$ cat src/inc/wp_pkg.sv
/*
 * Shared constants for the card host write-protection register bank:
 * register byte addresses, field positions, password, violation codes,
 * reset values and address decode helpers.
 * Assumes a 32-bit AXI4-Lite register bus with one register per word.
 */
`default_nettype none

package wp_pkg;

    localparam int DATA_W = 32;
    localparam int PROT_COUNT = 6;
    localparam int IRQ_COUNT = 2;

    // Register byte addresses
    localparam logic [31:0] ADDR_CTRL = 32'hfff8_0000;
    localparam logic [31:0] ADDR_HOST_MODE = 32'hfff8_0004;
    localparam logic [31:0] ADDR_DATA_TIMEOUT = 32'hfff8_0008;
    localparam logic [31:0] ADDR_CARD_SELECT = 32'hfff8_000c;
    localparam logic [31:0] ADDR_COMPL_TIMEOUT = 32'hfff8_001c;
    localparam logic [31:0] ADDR_DMA_CONFIG = 32'hfff8_0050;
    localparam logic [31:0] ADDR_HOST_CONFIG = 32'hfff8_0054;
    localparam logic [31:0] ADDR_WP_MODE = 32'hfff8_00e4;
    localparam logic [31:0] ADDR_WP_STATUS = 32'hfff8_00e8;
    localparam logic [31:0] ADDR_IRQ_STATUS = 32'hfff8_0100;
    localparam logic [31:0] ADDR_IRQ_MASK = 32'hfff8_0104;
    localparam logic [31:0] ADDR_FIFO = 32'hfff8_0200;

    // Field positions
    localparam int SWRST_BIT = 7;
    localparam int WP_EN_BIT = 0;
    localparam int WP_KEY_LSB = 8;
    localparam int WP_KEY_MSB = 31;
    localparam int VTYPE_LSB = 0;
    localparam int VSRC_LSB = 8;
    localparam int IRQ_WRITE_BIT = 0;
    localparam int IRQ_SWRST_BIT = 1;

    localparam logic [23:0] WP_KEY = 24'h4d_4349;

    // Violation type codes, combined by OR
    localparam logic [3:0] VTYPE_NONE = 4'h0;
    localparam logic [3:0] VTYPE_WRITE = 4'h1;
    localparam logic [3:0] VTYPE_SWRST = 4'h2;
    localparam logic [15:0] VSRC_NONE = 16'h0000;

    localparam logic [31:0] REG_RESET = 32'h0000_0000;
    localparam logic [3:0] STRB_ALL = 4'hf;
    localparam logic [2:0] SLOT_NONE = 3'h7;

    localparam logic [1:0] RESP_OKAY = 2'h0;
    localparam logic [1:0] RESP_SLVERR = 2'h2;

    // Slot of a protected register, SLOT_NONE if unprotected
    function automatic logic [2:0] prot_slot(input logic [31:0] addr);
        logic [2:0] slot;
        slot = SLOT_NONE;
        if (addr == ADDR_HOST_MODE) begin
            slot = 3'h0;
        end else if (addr == ADDR_DATA_TIMEOUT) begin
            slot = 3'h1;
        end else if (addr == ADDR_CARD_SELECT) begin
            slot = 3'h2;
        end else if (addr == ADDR_COMPL_TIMEOUT) begin
            slot = 3'h3;
        end else if (addr == ADDR_DMA_CONFIG) begin
            slot = 3'h4;
        end else if (addr == ADDR_HOST_CONFIG) begin
            slot = 3'h5;
        end
        return slot;
    endfunction : prot_slot

    // Byte-lane merge of a write into a stored word
    function automatic logic [31:0] merge_strb(input logic [31:0] old,
                                              input logic [31:0] wr,
                                              input logic [3:0] strb);
        logic [31:0] res;
        res = old;
        for (int i = 0; i < 4; i++) begin
            if (strb[i]) begin
                res[i*8 +: 8] = wr[i*8 +: 8];
            end
        end
        return res;
    endfunction : merge_strb

endpackage : wp_pkg

`default_nettype wire

$ cat src/rtl/card_host_reg_write_protect.sv
/*
 * Write-protected configuration bank of a memory card host controller,
 * with its data aperture, reached as an AXI4-Lite slave.
 * Assumes the receive and transmit data paths run on aclk and use a
 * valid/ready style handshake; no signal here crosses a clock domain.
 */
`default_nettype none

// Behaviour
// A mode write with the right key sets or clears protection from bit 0.
// Mode writes whose key field is not 0x4D4349 change nothing.
// A blocked write to a protected register reports violation type 1.
// A soft reset while protected reports violation type 2.
// Both kinds since the last status read report violation type 3.
// Reading the status returns it and clears type and source to zero.
// The source field names the protected register that was targeted.
// The aperture reads the next received word and pushes written words.
// While protected, writes to the six registers leave them unchanged.
module card_host_reg_write_protect
    import wp_pkg::*;
(
    input wire logic aclk,
    input wire logic aresetn,
    input wire logic [31:0] awaddr,
    input wire logic awvalid,
    output logic awready,
    input wire logic [31:0] wdata,
    input wire logic [3:0] wstrb,
    input wire logic wvalid,
    output logic wready,
    output logic [1:0] bresp,
    output logic bvalid,
    input wire logic bready,
    input wire logic [31:0] araddr,
    input wire logic arvalid,
    output logic arready,
    output logic [31:0] rdata,
    output logic [1:0] rresp,
    output logic rvalid,
    input wire logic rready,
    input wire logic [31:0] rx_data,
    input wire logic rx_valid,
    output logic rx_pop,
    output logic [31:0] tx_data,
    output logic tx_valid,
    input wire logic tx_ready,
    output logic [PROT_COUNT-1:0][31:0] cfg_regs,
    output logic protect_on,
    output logic sw_reset,
    output logic irq
);

    typedef struct packed {
        logic aw_held;
        logic [31:0] aw_addr;
        logic w_held;
        logic [31:0] w_data;
        logic [3:0] w_strb;
        logic awready;
        logic wready;
        logic bvalid;
        logic [1:0] bresp;
        logic arready;
        logic rvalid;
        logic [1:0] rresp;
        logic [31:0] rdata;
        logic wp_en;
        logic [PROT_COUNT-1:0][31:0] regs;
        logic [31:0] tx_data;
        logic tx_valid;
        logic rx_pop;
        logic sw_reset;
    } bank_t;

    bank_t s_q;
    bank_t s_d;

    // Handshake between the bank and its violation log
    logic write_viol;
    logic [15:0] write_src;
    logic swrst_viol;
    logic status_read;
    logic [3:0] vtype;
    logic [15:0] vsrc;

    // Interrupt side
    logic irq_clear_we;
    logic irq_mask_we;
    logic [IRQ_COUNT-1:0] irq_events;
    logic [IRQ_COUNT-1:0] irq_status;
    logic [IRQ_COUNT-1:0] irq_mask;
    logic [IRQ_COUNT-1:0] mask_wr_bits;
    logic [31:0] mask_word;

    always_comb begin
        logic [31:0] addr;
        logic [31:0] data;
        logic [3:0] strb;
        logic [2:0] slot;
        logic [2:0] rslot;

        addr = s_q.aw_addr;
        data = s_q.w_data;
        strb = s_q.w_strb;
        slot = prot_slot(s_q.aw_addr);
        rslot = prot_slot(araddr);

        // Strobes fall back to zero each cycle; only the decode below
        // raises them, for exactly one cycle
        s_d = s_q;
        s_d.rx_pop = 1'b0;
        s_d.sw_reset = 1'b0;
        write_viol = 1'b0;
        write_src = VSRC_NONE;
        swrst_viol = 1'b0;
        status_read = 1'b0;
        irq_clear_we = 1'b0;
        irq_mask_we = 1'b0;

        // Holding word leaves at the edge the path takes it
        if (s_q.tx_valid && tx_ready) begin
            s_d.tx_valid = 1'b0;
        end

        // Address and data are taken in either order
        // and each is held until the write acts
        if (awvalid && s_q.awready) begin
            s_d.aw_held = 1'b1;
            s_d.aw_addr = awaddr;
        end
        if (wvalid && s_q.wready) begin
            s_d.w_held = 1'b1;
            s_d.w_data = wdata;
            s_d.w_strb = wstrb;
        end
        // Response stays until the master takes it
        if (s_q.bvalid && bready) begin
            s_d.bvalid = 1'b0;
        end

        // Write acts once both halves are held; waiting for bvalid to
        // clear keeps a second write from overtaking an unanswered one
        if (s_q.aw_held && s_q.w_held && !s_q.bvalid) begin
            s_d.aw_held = 1'b0;
            s_d.w_held = 1'b0;
            s_d.bvalid = 1'b1;
            s_d.bresp = RESP_OKAY;
            if (addr == ADDR_WP_MODE) begin
                // Key and enable live in different lanes, so a partial
                // write can never carry both
                if (strb == STRB_ALL &&
                    data[WP_KEY_MSB:WP_KEY_LSB] == WP_KEY) begin
                    s_d.wp_en = data[WP_EN_BIT];
                end
            end else if (slot != SLOT_NONE) begin
                // Blocked write only logs; the stored word stays as it was
                if (s_q.wp_en) begin
                    write_viol = 1'b1;
                    write_src = 16'(slot) + 16'h0001;
                end else begin
                    s_d.regs[slot] = merge_strb(s_q.regs[slot], data,
                                                strb);
                end
            end else if (addr == ADDR_CTRL) begin
                if (strb[0] && data[SWRST_BIT]) begin
                    // Reset goes ahead; protection only logs it
                    // Protection itself survives a soft reset
                    s_d.sw_reset = 1'b1;
                    s_d.tx_valid = 1'b0;
                    for (int i = 0; i < PROT_COUNT; i++) begin
                        s_d.regs[i] = REG_RESET;
                    end
                    swrst_viol = s_q.wp_en;
                end
            end else if (addr == ADDR_FIFO) begin
                // One word of holding only; a push onto a word the
                // transmit path has not yet taken is refused
                if (s_q.tx_valid && !tx_ready) begin
                    s_d.bresp = RESP_SLVERR;
                end else begin
                    s_d.tx_data = data;
                    s_d.tx_valid = 1'b1;
                end
            end else if (addr == ADDR_IRQ_STATUS) begin
                irq_clear_we = 1'b1;
            end else if (addr == ADDR_IRQ_MASK) begin
                irq_mask_we = 1'b1;
            end else if (addr == ADDR_WP_STATUS) begin
                s_d.bresp = RESP_OKAY;
            end else begin
                s_d.bresp = RESP_SLVERR;
            end
        end

        // Readies drop while the answer is open: one write in flight
        s_d.awready = !s_d.aw_held && !s_d.bvalid;
        s_d.wready = !s_d.w_held && !s_d.bvalid;

        // Reads run beside writes; one read answer open at a time
        if (s_q.rvalid && rready) begin
            s_d.rvalid = 1'b0;
        end

        if (arvalid && s_q.arready) begin
            s_d.rvalid = 1'b1;
            s_d.rresp = RESP_OKAY;
            s_d.rdata = REG_RESET;
            if (araddr == ADDR_WP_MODE) begin
                // Key never reads back
                s_d.rdata[WP_EN_BIT] = s_q.wp_en;
            end else if (araddr == ADDR_WP_STATUS) begin
                // Old value leaves now; the log clears at this same edge
                s_d.rdata[VTYPE_LSB +: 4] = vtype;
                s_d.rdata[VSRC_LSB +: 16] = vsrc;
                status_read = 1'b1;
            end else if (rslot != SLOT_NONE) begin
                s_d.rdata = s_q.regs[rslot];
            end else if (araddr == ADDR_CTRL) begin
                s_d.rdata = REG_RESET;
            end else if (araddr == ADDR_FIFO) begin
                // Empty receive side reads as zero
                // and pops nothing
                if (rx_valid) begin
                    s_d.rdata = rx_data;
                    s_d.rx_pop = 1'b1;
                end
            end else if (araddr == ADDR_IRQ_STATUS) begin
                s_d.rdata[IRQ_COUNT-1:0] = irq_status;
            end else if (araddr == ADDR_IRQ_MASK) begin
                s_d.rdata[IRQ_COUNT-1:0] = irq_mask;
            end else begin
                s_d.rresp = RESP_SLVERR;
            end
        end

        // Address ready only while no read answer is waiting
        s_d.arready = !s_d.rvalid;
    end

    // Synchronous reset clears the whole state at once
    always_ff @(posedge aclk) begin
        if (!aresetn) begin
            s_q <= '0;
        end else begin
            s_q <= s_d;
        end
    end

    // Sticky violation log, cleared by a status read
    wp_status_log u_log (
        .aclk(aclk),
        .aresetn(aresetn),
        .write_viol(write_viol),
        .write_src(write_src),
        .swrst_viol(swrst_viol),
        .read_clear(status_read),
        .vtype(vtype),
        .vsrc(vsrc)
    );

    always_comb begin
        irq_events = '0;
        irq_events[IRQ_WRITE_BIT] = write_viol;
        irq_events[IRQ_SWRST_BIT] = swrst_viol;
        // Mask takes byte lanes like the protected registers
        mask_word = REG_RESET;
        mask_word[IRQ_COUNT-1:0] = irq_mask;
        mask_word = merge_strb(mask_word, s_q.w_data, s_q.w_strb);
        mask_wr_bits = mask_word[IRQ_COUNT-1:0];
    end

    // Two event bits: blocked write and protected soft reset
    irq_sticky #(
        .N(IRQ_COUNT)
    ) u_irq (
        .aclk(aclk),
        .aresetn(aresetn),
        .events(irq_events),
        .clear_we(irq_clear_we),
        .clear_bits(s_q.w_data[IRQ_COUNT-1:0]),
        .mask_we(irq_mask_we),
        .mask_bits(mask_wr_bits),
        .status(irq_status),
        .mask(irq_mask),
        .irq(irq)
    );

    // Outputs straight from the state register
    assign awready = s_q.awready;
    assign wready = s_q.wready;
    assign bvalid = s_q.bvalid;
    assign bresp = s_q.bresp;
    assign arready = s_q.arready;
    assign rvalid = s_q.rvalid;
    assign rresp = s_q.rresp;
    assign rdata = s_q.rdata;
    assign rx_pop = s_q.rx_pop;
    assign tx_data = s_q.tx_data;
    assign tx_valid = s_q.tx_valid;
    assign cfg_regs = s_q.regs;
    assign protect_on = s_q.wp_en;
    assign sw_reset = s_q.sw_reset;

endmodule : card_host_reg_write_protect

`default_nettype wire

$ cat src/rtl/irq_sticky.sv
/*
 * Sticky interrupt status with write-one-to-clear, a mask register and
 * one level interrupt output.
 * Assumes event pulses and write strobes on the same clock.
 */
`default_nettype none

module irq_sticky
    import wp_pkg::*;
#(
    parameter int N = IRQ_COUNT
) (
    input wire logic aclk,
    input wire logic aresetn,
    input wire logic [N-1:0] events,
    input wire logic clear_we,
    input wire logic [N-1:0] clear_bits,
    input wire logic mask_we,
    input wire logic [N-1:0] mask_bits,
    output logic [N-1:0] status,
    output logic [N-1:0] mask,
    output logic irq
);

    typedef struct packed {
        logic [N-1:0] status;
        logic [N-1:0] mask;
        logic irq;
    } irq_t;

    irq_t s_q;
    irq_t s_d;

    always_comb begin
        s_d = s_q;
        if (clear_we) begin
            s_d.status = s_d.status & ~clear_bits;
        end
        // New events win over a clear in the same cycle
        s_d.status = s_d.status | events;
        if (mask_we) begin
            s_d.mask = mask_bits;
        end
        s_d.irq = |(s_d.status & s_d.mask);
    end

    always_ff @(posedge aclk) begin
        if (!aresetn) begin
            s_q <= '0;
        end else begin
            s_q <= s_d;
        end
    end

    assign status = s_q.status;
    assign mask = s_q.mask;
    assign irq = s_q.irq;

endmodule : irq_sticky

`default_nettype wire

$ cat src/rtl/wp_status_log.sv
/*
 * Violation log behind the write-protection status register.
 * Assumes single-cycle event pulses and a read-clear pulse from the
 * register bank on the same clock.
 */
`default_nettype none

module wp_status_log
    import wp_pkg::*;
(
    input wire logic aclk,
    input wire logic aresetn,
    input wire logic write_viol,
    input wire logic [15:0] write_src,
    input wire logic swrst_viol,
    input wire logic read_clear,
    output logic [3:0] vtype,
    output logic [15:0] vsrc
);

    typedef struct packed {
        logic [3:0] vtype;
        logic [15:0] vsrc;
    } log_t;

    log_t s_q;
    log_t s_d;

    always_comb begin
        s_d = s_q;
        if (read_clear) begin
            s_d.vtype = VTYPE_NONE;
            s_d.vsrc = VSRC_NONE;
        end
        // Set after clear: an event in the read cycle survives
        if (write_viol) begin
            s_d.vtype = s_d.vtype | VTYPE_WRITE;
            s_d.vsrc = write_src;
        end
        if (swrst_viol) begin
            s_d.vtype = s_d.vtype | VTYPE_SWRST;
        end
    end

    always_ff @(posedge aclk) begin
        if (!aresetn) begin
            s_q <= '0;
        end else begin
            s_q <= s_d;
        end
    end

    assign vtype = s_q.vtype;
    assign vsrc = s_q.vsrc;

endmodule : wp_status_log

`default_nettype wire
$ cat config.mk
export PLATFORM = sky130hd
export DESIGN_NAME = card_host_reg_write_protect
export DESIGN_NICKNAME = d
export VERILOG_FILES = /design/src/inc/wp_pkg.sv /design/src/rtl/card_host_reg_write_protect.sv /design/src/rtl/irq_sticky.sv /design/src/rtl/wp_status_log.sv
export SDC_FILE = /design/constraint.sdc
export NUM_CORES = 1
export LEC_CHECK = 0
export BUFFER_PORTS_ARGS = -buffer_cell sky130_fd_sc_hd__buf_2
export CAP_MARGIN = 20
export CORE_UTILIZATION = 50
export DETAILED_ROUTE_END_ITERATION = 6
export PLACE_DENSITY = 0.76
export SYNTH_ARGS = -nofsm -noshare
export SYNTH_HDL_FRONTEND = slang
export SYNTH_SLANG_ARGS = --single-unit
$ cat constraint.sdc
create_clock -name aclk -period 3.5 [get_ports aclk]
set_input_delay 0.175 -clock aclk [delete_from_list [all_inputs] [get_ports aclk]]
set_output_delay 0.175 -clock aclk [all_outputs]
set_load 0.03 [all_outputs]
== Word level (Yosys, flattened, before mapping) ==
Index checks and enable logic that the tools add are counted.
Storage, ports and cells
  flip-flop bits (word level): 364
  latch bits: 0
  memory bits (read-only): 0
  memory bits (writable): 0
  memories kept: 0
  input bits: 141
  word-level logic and storage cells: 225
  output and inout bits: 270
Operators by class
  reduce and logical (&&, ||, !) cells: 29
  div/mod/pow operators: 0
  bitwise operators: 12
  shift operators: 0
  multiply operators: 0
  add/subtract/negate cells: 1
  mux-type cells: 122
  eq/ne operators: 29
  magnitude comparators: 3
Operator list (number)
  $eq A32 B32 Y1 const B: 24
  $mux W192: 4
  $bmux W32 S3: 2
  $bwmux W192: 1
  $mux W32: 6
  $mux W8: 20
  $demux W32 S3: 1
  $mux W33: 2
  $mux W2: 24
  $mux W1: 40
  $mux W37: 1
  $mux W35: 1
  $mux W30: 1
  $mux W3: 9
  $eq A24 B23 Y1 const B: 1
  $mux W4: 6
  $mux W20: 1
  $mux W17: 1
  $mux W16: 1
  $logic_and A1 B1 Y1: 14
  $mux W10: 1
  $lt A3 B4 Y1 const B: 2
  $not A1 Y1: 8
  $reduce_or A7 Y1: 1
  other kinds (15): 24

== Logic depth before layout (Yosys ltp) ==
  depth after elaboration: 17
  gate-level depth with buffers: 16
  gate-level depth less buffers: 12

== By module ==
From an unflattened synthesis, not the netlist that was laid out.
Second synthesis, totals
  cells, all modules: 2160
  area total of the unflattened synthesis: 18745.5 µm²
Modules (own cells, without submodules)
  card_host_reg_write_protect: area each 17785.8 µm², sequential area each 6746.5 µm², cells each 2062, instances 1
  wp_status_log: area each 775.7 µm², sequential area each 360.3 µm², cells each 80, instances 1
  irq_sticky: area each 183.9 µm², sequential area each 100.1 µm², cells each 18, instances 1

== Least setup slack after synthesis ==
Ideal clock, no wire load.
  kind: reg-to-reg
  start: register s_q[317] (netlist bit)
  end: register s_q (netlist bit cfg_regs[51])
  path buffers: 2
  arrival time: 3788 ps
  library setup time: 70 ps
  setup slack: -358 ps
  cell stages (with the launch flop): 14
  required time: 3430 ps
  period minus slack after synthesis: 3858 ps
  path through: dfxtp_1 -> nor4_1 -> nand4_1 -> nor2_1 -> o211ai_1 -> ha_1 -> ha_1 -> clkbuf_1 -> or3_1 -> or3_1 -> nor4b_2 -> clkbuf_1 -> a41oi_1 -> a21oi_1
On the way
  cells in the longest elaborated chain, start to end: 17
  elaborated cells on any way between the ends: 35
  those cells by class: order compare: 2; eq/ne: 10; mux: 18; bitwise: 1; reduce/logical: 4
RTL lines
  from (decl): RTL line card_host_reg_write_protect.sv:75  | bank_t s_q;
  from (signal assigned): RTL line card_host_reg_write_protect.sv:243  | s_q <= '0;
  from (signal assigned): RTL line card_host_reg_write_protect.sv:245  | s_q <= s_d;
  $eq A32 B32 Y1: RTL line wp_pkg.sv:68  | end else if (addr == ADDR_HOST_CONFIG) begin
  $mux W2: RTL line wp_pkg.sv:68
  $mux W2: RTL line wp_pkg.sv:66  | end else if (addr == ADDR_DMA_CONFIG) begin
  $mux W3: RTL line wp_pkg.sv:64  | end else if (addr == ADDR_COMPL_TIMEOUT) begin
  $mux W3: RTL line wp_pkg.sv:62  | end else if (addr == ADDR_CARD_SELECT) begin
  $mux W3: RTL line wp_pkg.sv:60  | end else if (addr == ADDR_DATA_TIMEOUT) begin
  $mux W3: RTL line wp_pkg.sv:58  | if (addr == ADDR_HOST_MODE) begin
  $bmux W32 S3: RTL line card_host_reg_write_protect.sv:161  | s_d.regs[slot] = merge_strb(s_q.regs[slot], data,
  $mux W32 (not written as such): RTL line card_host_reg_write_protect.sv:161
  $mux W8: RTL line wp_pkg.sv:81  | if (strb[i]) begin
  $mux W8: RTL line card_host_reg_write_protect.sv:157  | if (s_q.wp_en) begin
  $mux W8: RTL line card_host_reg_write_protect.sv:155  | end else if (slot != SLOT_NONE) begin
  $mux W8: RTL line card_host_reg_write_protect.sv:148  | if (addr == ADDR_WP_MODE) begin
  $mux W8: RTL line card_host_reg_write_protect.sv:143  | if (s_q.aw_held && s_q.w_held && !s_q.bvalid) begin
  $bwmux W192: RTL line card_host_reg_write_protect.sv:161
  $mux W192: RTL line card_host_reg_write_protect.sv:157
  $mux W192: RTL line card_host_reg_write_protect.sv:155
Parallel ways exist; a longest one is shown, timed or not. The select of a mux whose other input is x is not followed.
A chain may end at the register's enable or synchronous reset.

== Worst setup path after layout ==
  start: register s_q[323] (netlist bit)
  end: register s_q (netlist bit cfg_regs[55])
The elaborated chain is that of the path after synthesis.

==> tab_implementation.tex <==
\begin{tabular}{lr}
\hline
Metric & Value \\
\hline
\multicolumn{2}{l}{\textbf{Run status}} \\
Outcome & finished clean \\
\multicolumn{2}{l}{\textbf{Placement}} \\
Minimum setup slack after placement & -75.08 ps \\
Final weighted congestion in routability-driven placement & 0.9850 \\
Total half-perimeter wirelength after legalization and detailed placement & 50200 um \\
\# port buffers & 408 \\
\multicolumn{2}{l}{\textbf{Job}} \\
Max-Cap Viols & 0 \\
\multicolumn{2}{l}{\textbf{Power and ir drop}} \\
Static leakage & between 8 and 9 nW \\
Power per Cell Area & 406.2 mW/mm\^{}2 \\
Clock Power Share & 46.4\% \\
Peak supply drop & 0.0003205 V \\
Sequential share of power & 45.5\% \\
Total chip power & between 8 and 9 mW \\
Share of total power consumed by net switching & 24.54\% \\
Switching power summed over all nets & 2.196 mW \\
Cell-internal power & $\sim$6.8 mW \\
Fraction of power consumed by combinational cells & a little over 8\% \\
\multicolumn{2}{l}{\textbf{GRT}} \\
Tot GR Track Use & 36.47\% \\
Global-route wire length before repair & 107000 um \\
Overflow left after global routing & 0 \\
Number of global-route vias before repair & 17551 \\
Number of antenna violations at the first check in global routing & 0 \\
Pin count of the biggest net entering global routing & 105 \\
\multicolumn{2}{l}{\textbf{Timing}} \\
Number of pins with negative max-slew slack in the final report & 0 \\
Hold\_ws & 45.32 ps \\
Number of hold violations in the final report & 0 \\
Actual slew at the worst max-slew pin & 1032 ps \\
Relative slew slack & around 31\% \\
Clk\_skew & 23.61 ps \\
Smallest setup slack after layout & 40.99 ps \\
Achievable clock frequency & roughly 0.29 GHz \\
Post-layout minimum cycle time & 3459 ps \\
Final Cycle Share & 98.83\% \\
Final setup viols & 0 \\
Unrepaired setup endpoints after global routing & yes \\
\multicolumn{2}{l}{\textbf{Finish}} \\
Post-layout utilization of the core & between 60\% and 70\% \\
Growth of design area from synthesis to finish & 18.33\% \\
Final \#Nets & roughly 2600 \\
Commonest non-fill, non-tap cells in the layout & 408 x buf\_2, 368 x nand2\_1, 346 x dfxtp\_1, 198 x a21oi\_1, 135 x o2bb2ai\_1 \\
Antenna diode count & 0 \\
Commonest non-fill, non-tap cell in the layout & buf\_2 \\
Number of fillers in the final layout & roughly 3300 \\
Fraction of final layout cells with drive strength greater than 1 & 25.32\% \\
\multicolumn{2}{l}{\textbf{Setup path}} \\
Required time of the critical path & 3980 ps \\
Nature of the critical path endpoint & flip-flop \\
Setup crit start kind & flip-flop \\
RR Startpoint & s\_q[323] \\
Critical register-to-register path endpoint & cfg\_regs[55] \\
Number of cells traversed by the worst register-to-register path & 13 \\
Slack of the worst reg-to-reg path & $\sim$40 ps \\
Maximum fanout encountered on the critical timing path & 21 \\
Data arrival time of the critical path & just under 4000 ps \\
Setup CP Type & reg -> reg \\
\multicolumn{2}{l}{\textbf{Yosys}} \\
Largest area contributor in the synthesized netlist & dfxtp\_1 \\
Synthesized-area fraction occupied by ao, oa, aoi and oai cells & roughly a quarter \\
Number of cells produced by synthesis & 2241 \\
Per-instance average area after synthesis & 8.308 um\^{}2 \\
Post-synthesis mux area share & 5.215\% \\
Number of flops mapped to enable cells by yosys & 0 \\
Area share of the largest cell type after synthesis & about 37\% \\
Synth Warn \# & 0 \\
Fraction of the mapped netlist area in simple logic gates & 17.55\% \\
XOR/XNOR Fraction of Synth Area & 0\% \\
Post-synth top flop & dfxtp\_1 \\
Combinational family with the most area after synthesis & compound AO/OA/AOI/OAI gates \\
Number of synthesized register bits & 348 \\
Share of synthesized cell area in full adder, half adder and majority cells & less than 1\% \\
Post-synthesis cell area & 0.01862 mm\^{}2 \\
Sequential element share of the synthesized area & 37.42\% \\
Cell types with the largest area share after synthesis & dfxtp\_1 37\%, buf\_4 11\%, nand2\_1 7.4\% \\
Ys async rst share & 0\% \\
Post-synth cell types & 74 \\
\multicolumn{2}{l}{\textbf{Hold path}} \\
Hold path startpoint & rx\_data[0] \\
Hold path cells & 4 \\
Worst min-delay path category & in -> reg \\
Capture endpoint of the worst hold path & rdata[0] \\
\multicolumn{2}{l}{\textbf{Detailed routing}} \\
Routed wire length & 72890 um \\
Vias after detailed routing & 18661 \\
Per-cell via count in the routed design & $\sim$6.3 \\
Count of nets left with antenna violations after detail routing & 0 \\
Mean routed wirelength per cell & $\sim$25 um \\
Number of remaining DRC errors & 0 \\
Iter 0 DRT Violations & 2093 \\
Number of search-and-repair iterations in the first detailed-routing pass & 5 \\
\multicolumn{2}{l}{\textbf{Clock network}} \\
Master cell of the clock root buffer & clkbuf\_16 \\
Worst-skew pair later-pin latency & 550 ps \\
CTS H-tree lvls & 2 \\
Clk buf depth & 3 \\
TritonCTS buffer count & 39 \\
CTS clock-pin slew for the worst setup and hold paths & 60 ps \\
Total number of clock tree sinks & between 300 and 400 \\
CTS tree & built \\
\multicolumn{2}{l}{\textbf{Die}} \\
Count of pins on the block boundary & 411 \\
Starting density of the core & between 50 and 60\% \\
Die Y-Extent & $\sim$200 um \\
Die span in x & roughly 190 um \\
Standard-cell rows & 70 \\
Total die area & approximately 0.038 mm\^{}2 \\
Core Box Area & 0.03661 mm\^{}2 \\
\hline
\end{tabular}
worst max-delay path, cell delays in order, from the launching register on:
cell	delay, ps
dfxtp_2	330
nor4_4	350
nand4_1	240
nor2_4	200
o211ai_1	110
ha_2	230
ha_4	170
or3_4	370
or3_4	380
nor4b_4	300
buf_6	210
clkbuf_16	230
o21ai_1	90
a21oi_1	170
repair_timing:
action | in CTS | in global routing
buffers inserted | 0 | 7
endpoints found under the setup margin | 21 | 180
pin swaps | 0 | 16
hold buffers | 94 | 0
cloned | 0 | 4
gates resized for setup | 1 | 31
hold endpoints to repair | 95 | 0
power by group through the flow:
stage | registers, mW | clock network [mW] | logic (mW)
after floorplan | 4.13 | 0 | 0.347
after global placement | 4.15 | 0 | 0.593
after detailed placement | 4.15 | 0 | 0.600
after CTS | 4.07 | 4.17 | 0.682
after global routing | 4.07 | 4.33 | 0.767
final | 4.07 | 4.15 | 0.725
sequential cells by signal (all words and copies together) (netlist names), 2 cells and up:
name          cells
cfg_regs        192
u_log.vsrc        4
u_irq.status      2
s_q              70
rdata            32
u_log.vtype       2
u_irq.mask        2
tx_data          32
worst max path at each step:
stage | to | from
floorplan | cfg_regs[179] | s_q[306]
global placement | cfg_regs[35] | s_q[317]
detailed placement | cfg_regs[35] | s_q[317]
CTS | cfg_regs[35] | s_q[318]
global route | cfg_regs[56] | s_q[323]
finish | cfg_regs[55] | s_q[323]
through the flow:
stage / TNS [ps] / instances / cell area, um^2
2_1_floorplan: 0 / 2242 / 18700
3_3_place_gp: 0 / 2795 / 19510
3_5_place_dp: -911.8 / 2795 / 19510
4_1_cts: 0 / 2955 / 21750
5_1_grt: -691.6 / 2968 / 22030
6_report: 0 / 2968 / 22030
routing by layer:
layer	part of all wire, %	vias to the layer above	routed length [um]	GRT usage (%)
met2	45	1263	32530	57.87
met4	4.4	0	3238	15.31
met3	12	207	8943	8.826
li1	-	8309	-	-
met1	39	8882	28180	47.27
met5	0	-	0	0
logic make-up after synthesis:
family                     after synthesis
adders and majority gates                5
AOI/OAI and AO/OA                      666
other                                    1
and+or+nand+nor                        674
buffers and inverters                  451
muxes                                   96
DFF                                    348
synth_stat cells (24+ instances only):
master     instances
a22o_1            58
buf_2             29
and2_1            41
dfxtp_1          348
o31ai_1           27
o22ai_1           27
a2111oi_0         27
mux2i_1           88
clkbuf_1         113
o21ai_0           72
a21oi_1          199
a21o_1            24
buf_4            261
nor3_1            66
nor2_1            53
inv_1             34
o2111ai_1         26
nand2_1          369
o2bb2ai_1        135
final cells by class:
class / instances / area, um^2 / share of cell area, %
clock buffer: 50 / 1109 / 5.032
clock inverter: 16 / 176.4 / 0.8008
inverter: 35 / 132.6 / 0.6020
multi-input combinational: 1443 / 9076 / 41.20
sequential: 348 / 6969 / 31.63
tap: 468 / 585.6 / 2.658
timing repair buffer: 608 / 3983 / 18.08
Note: power is estimated with default switching activity, not from simulation.
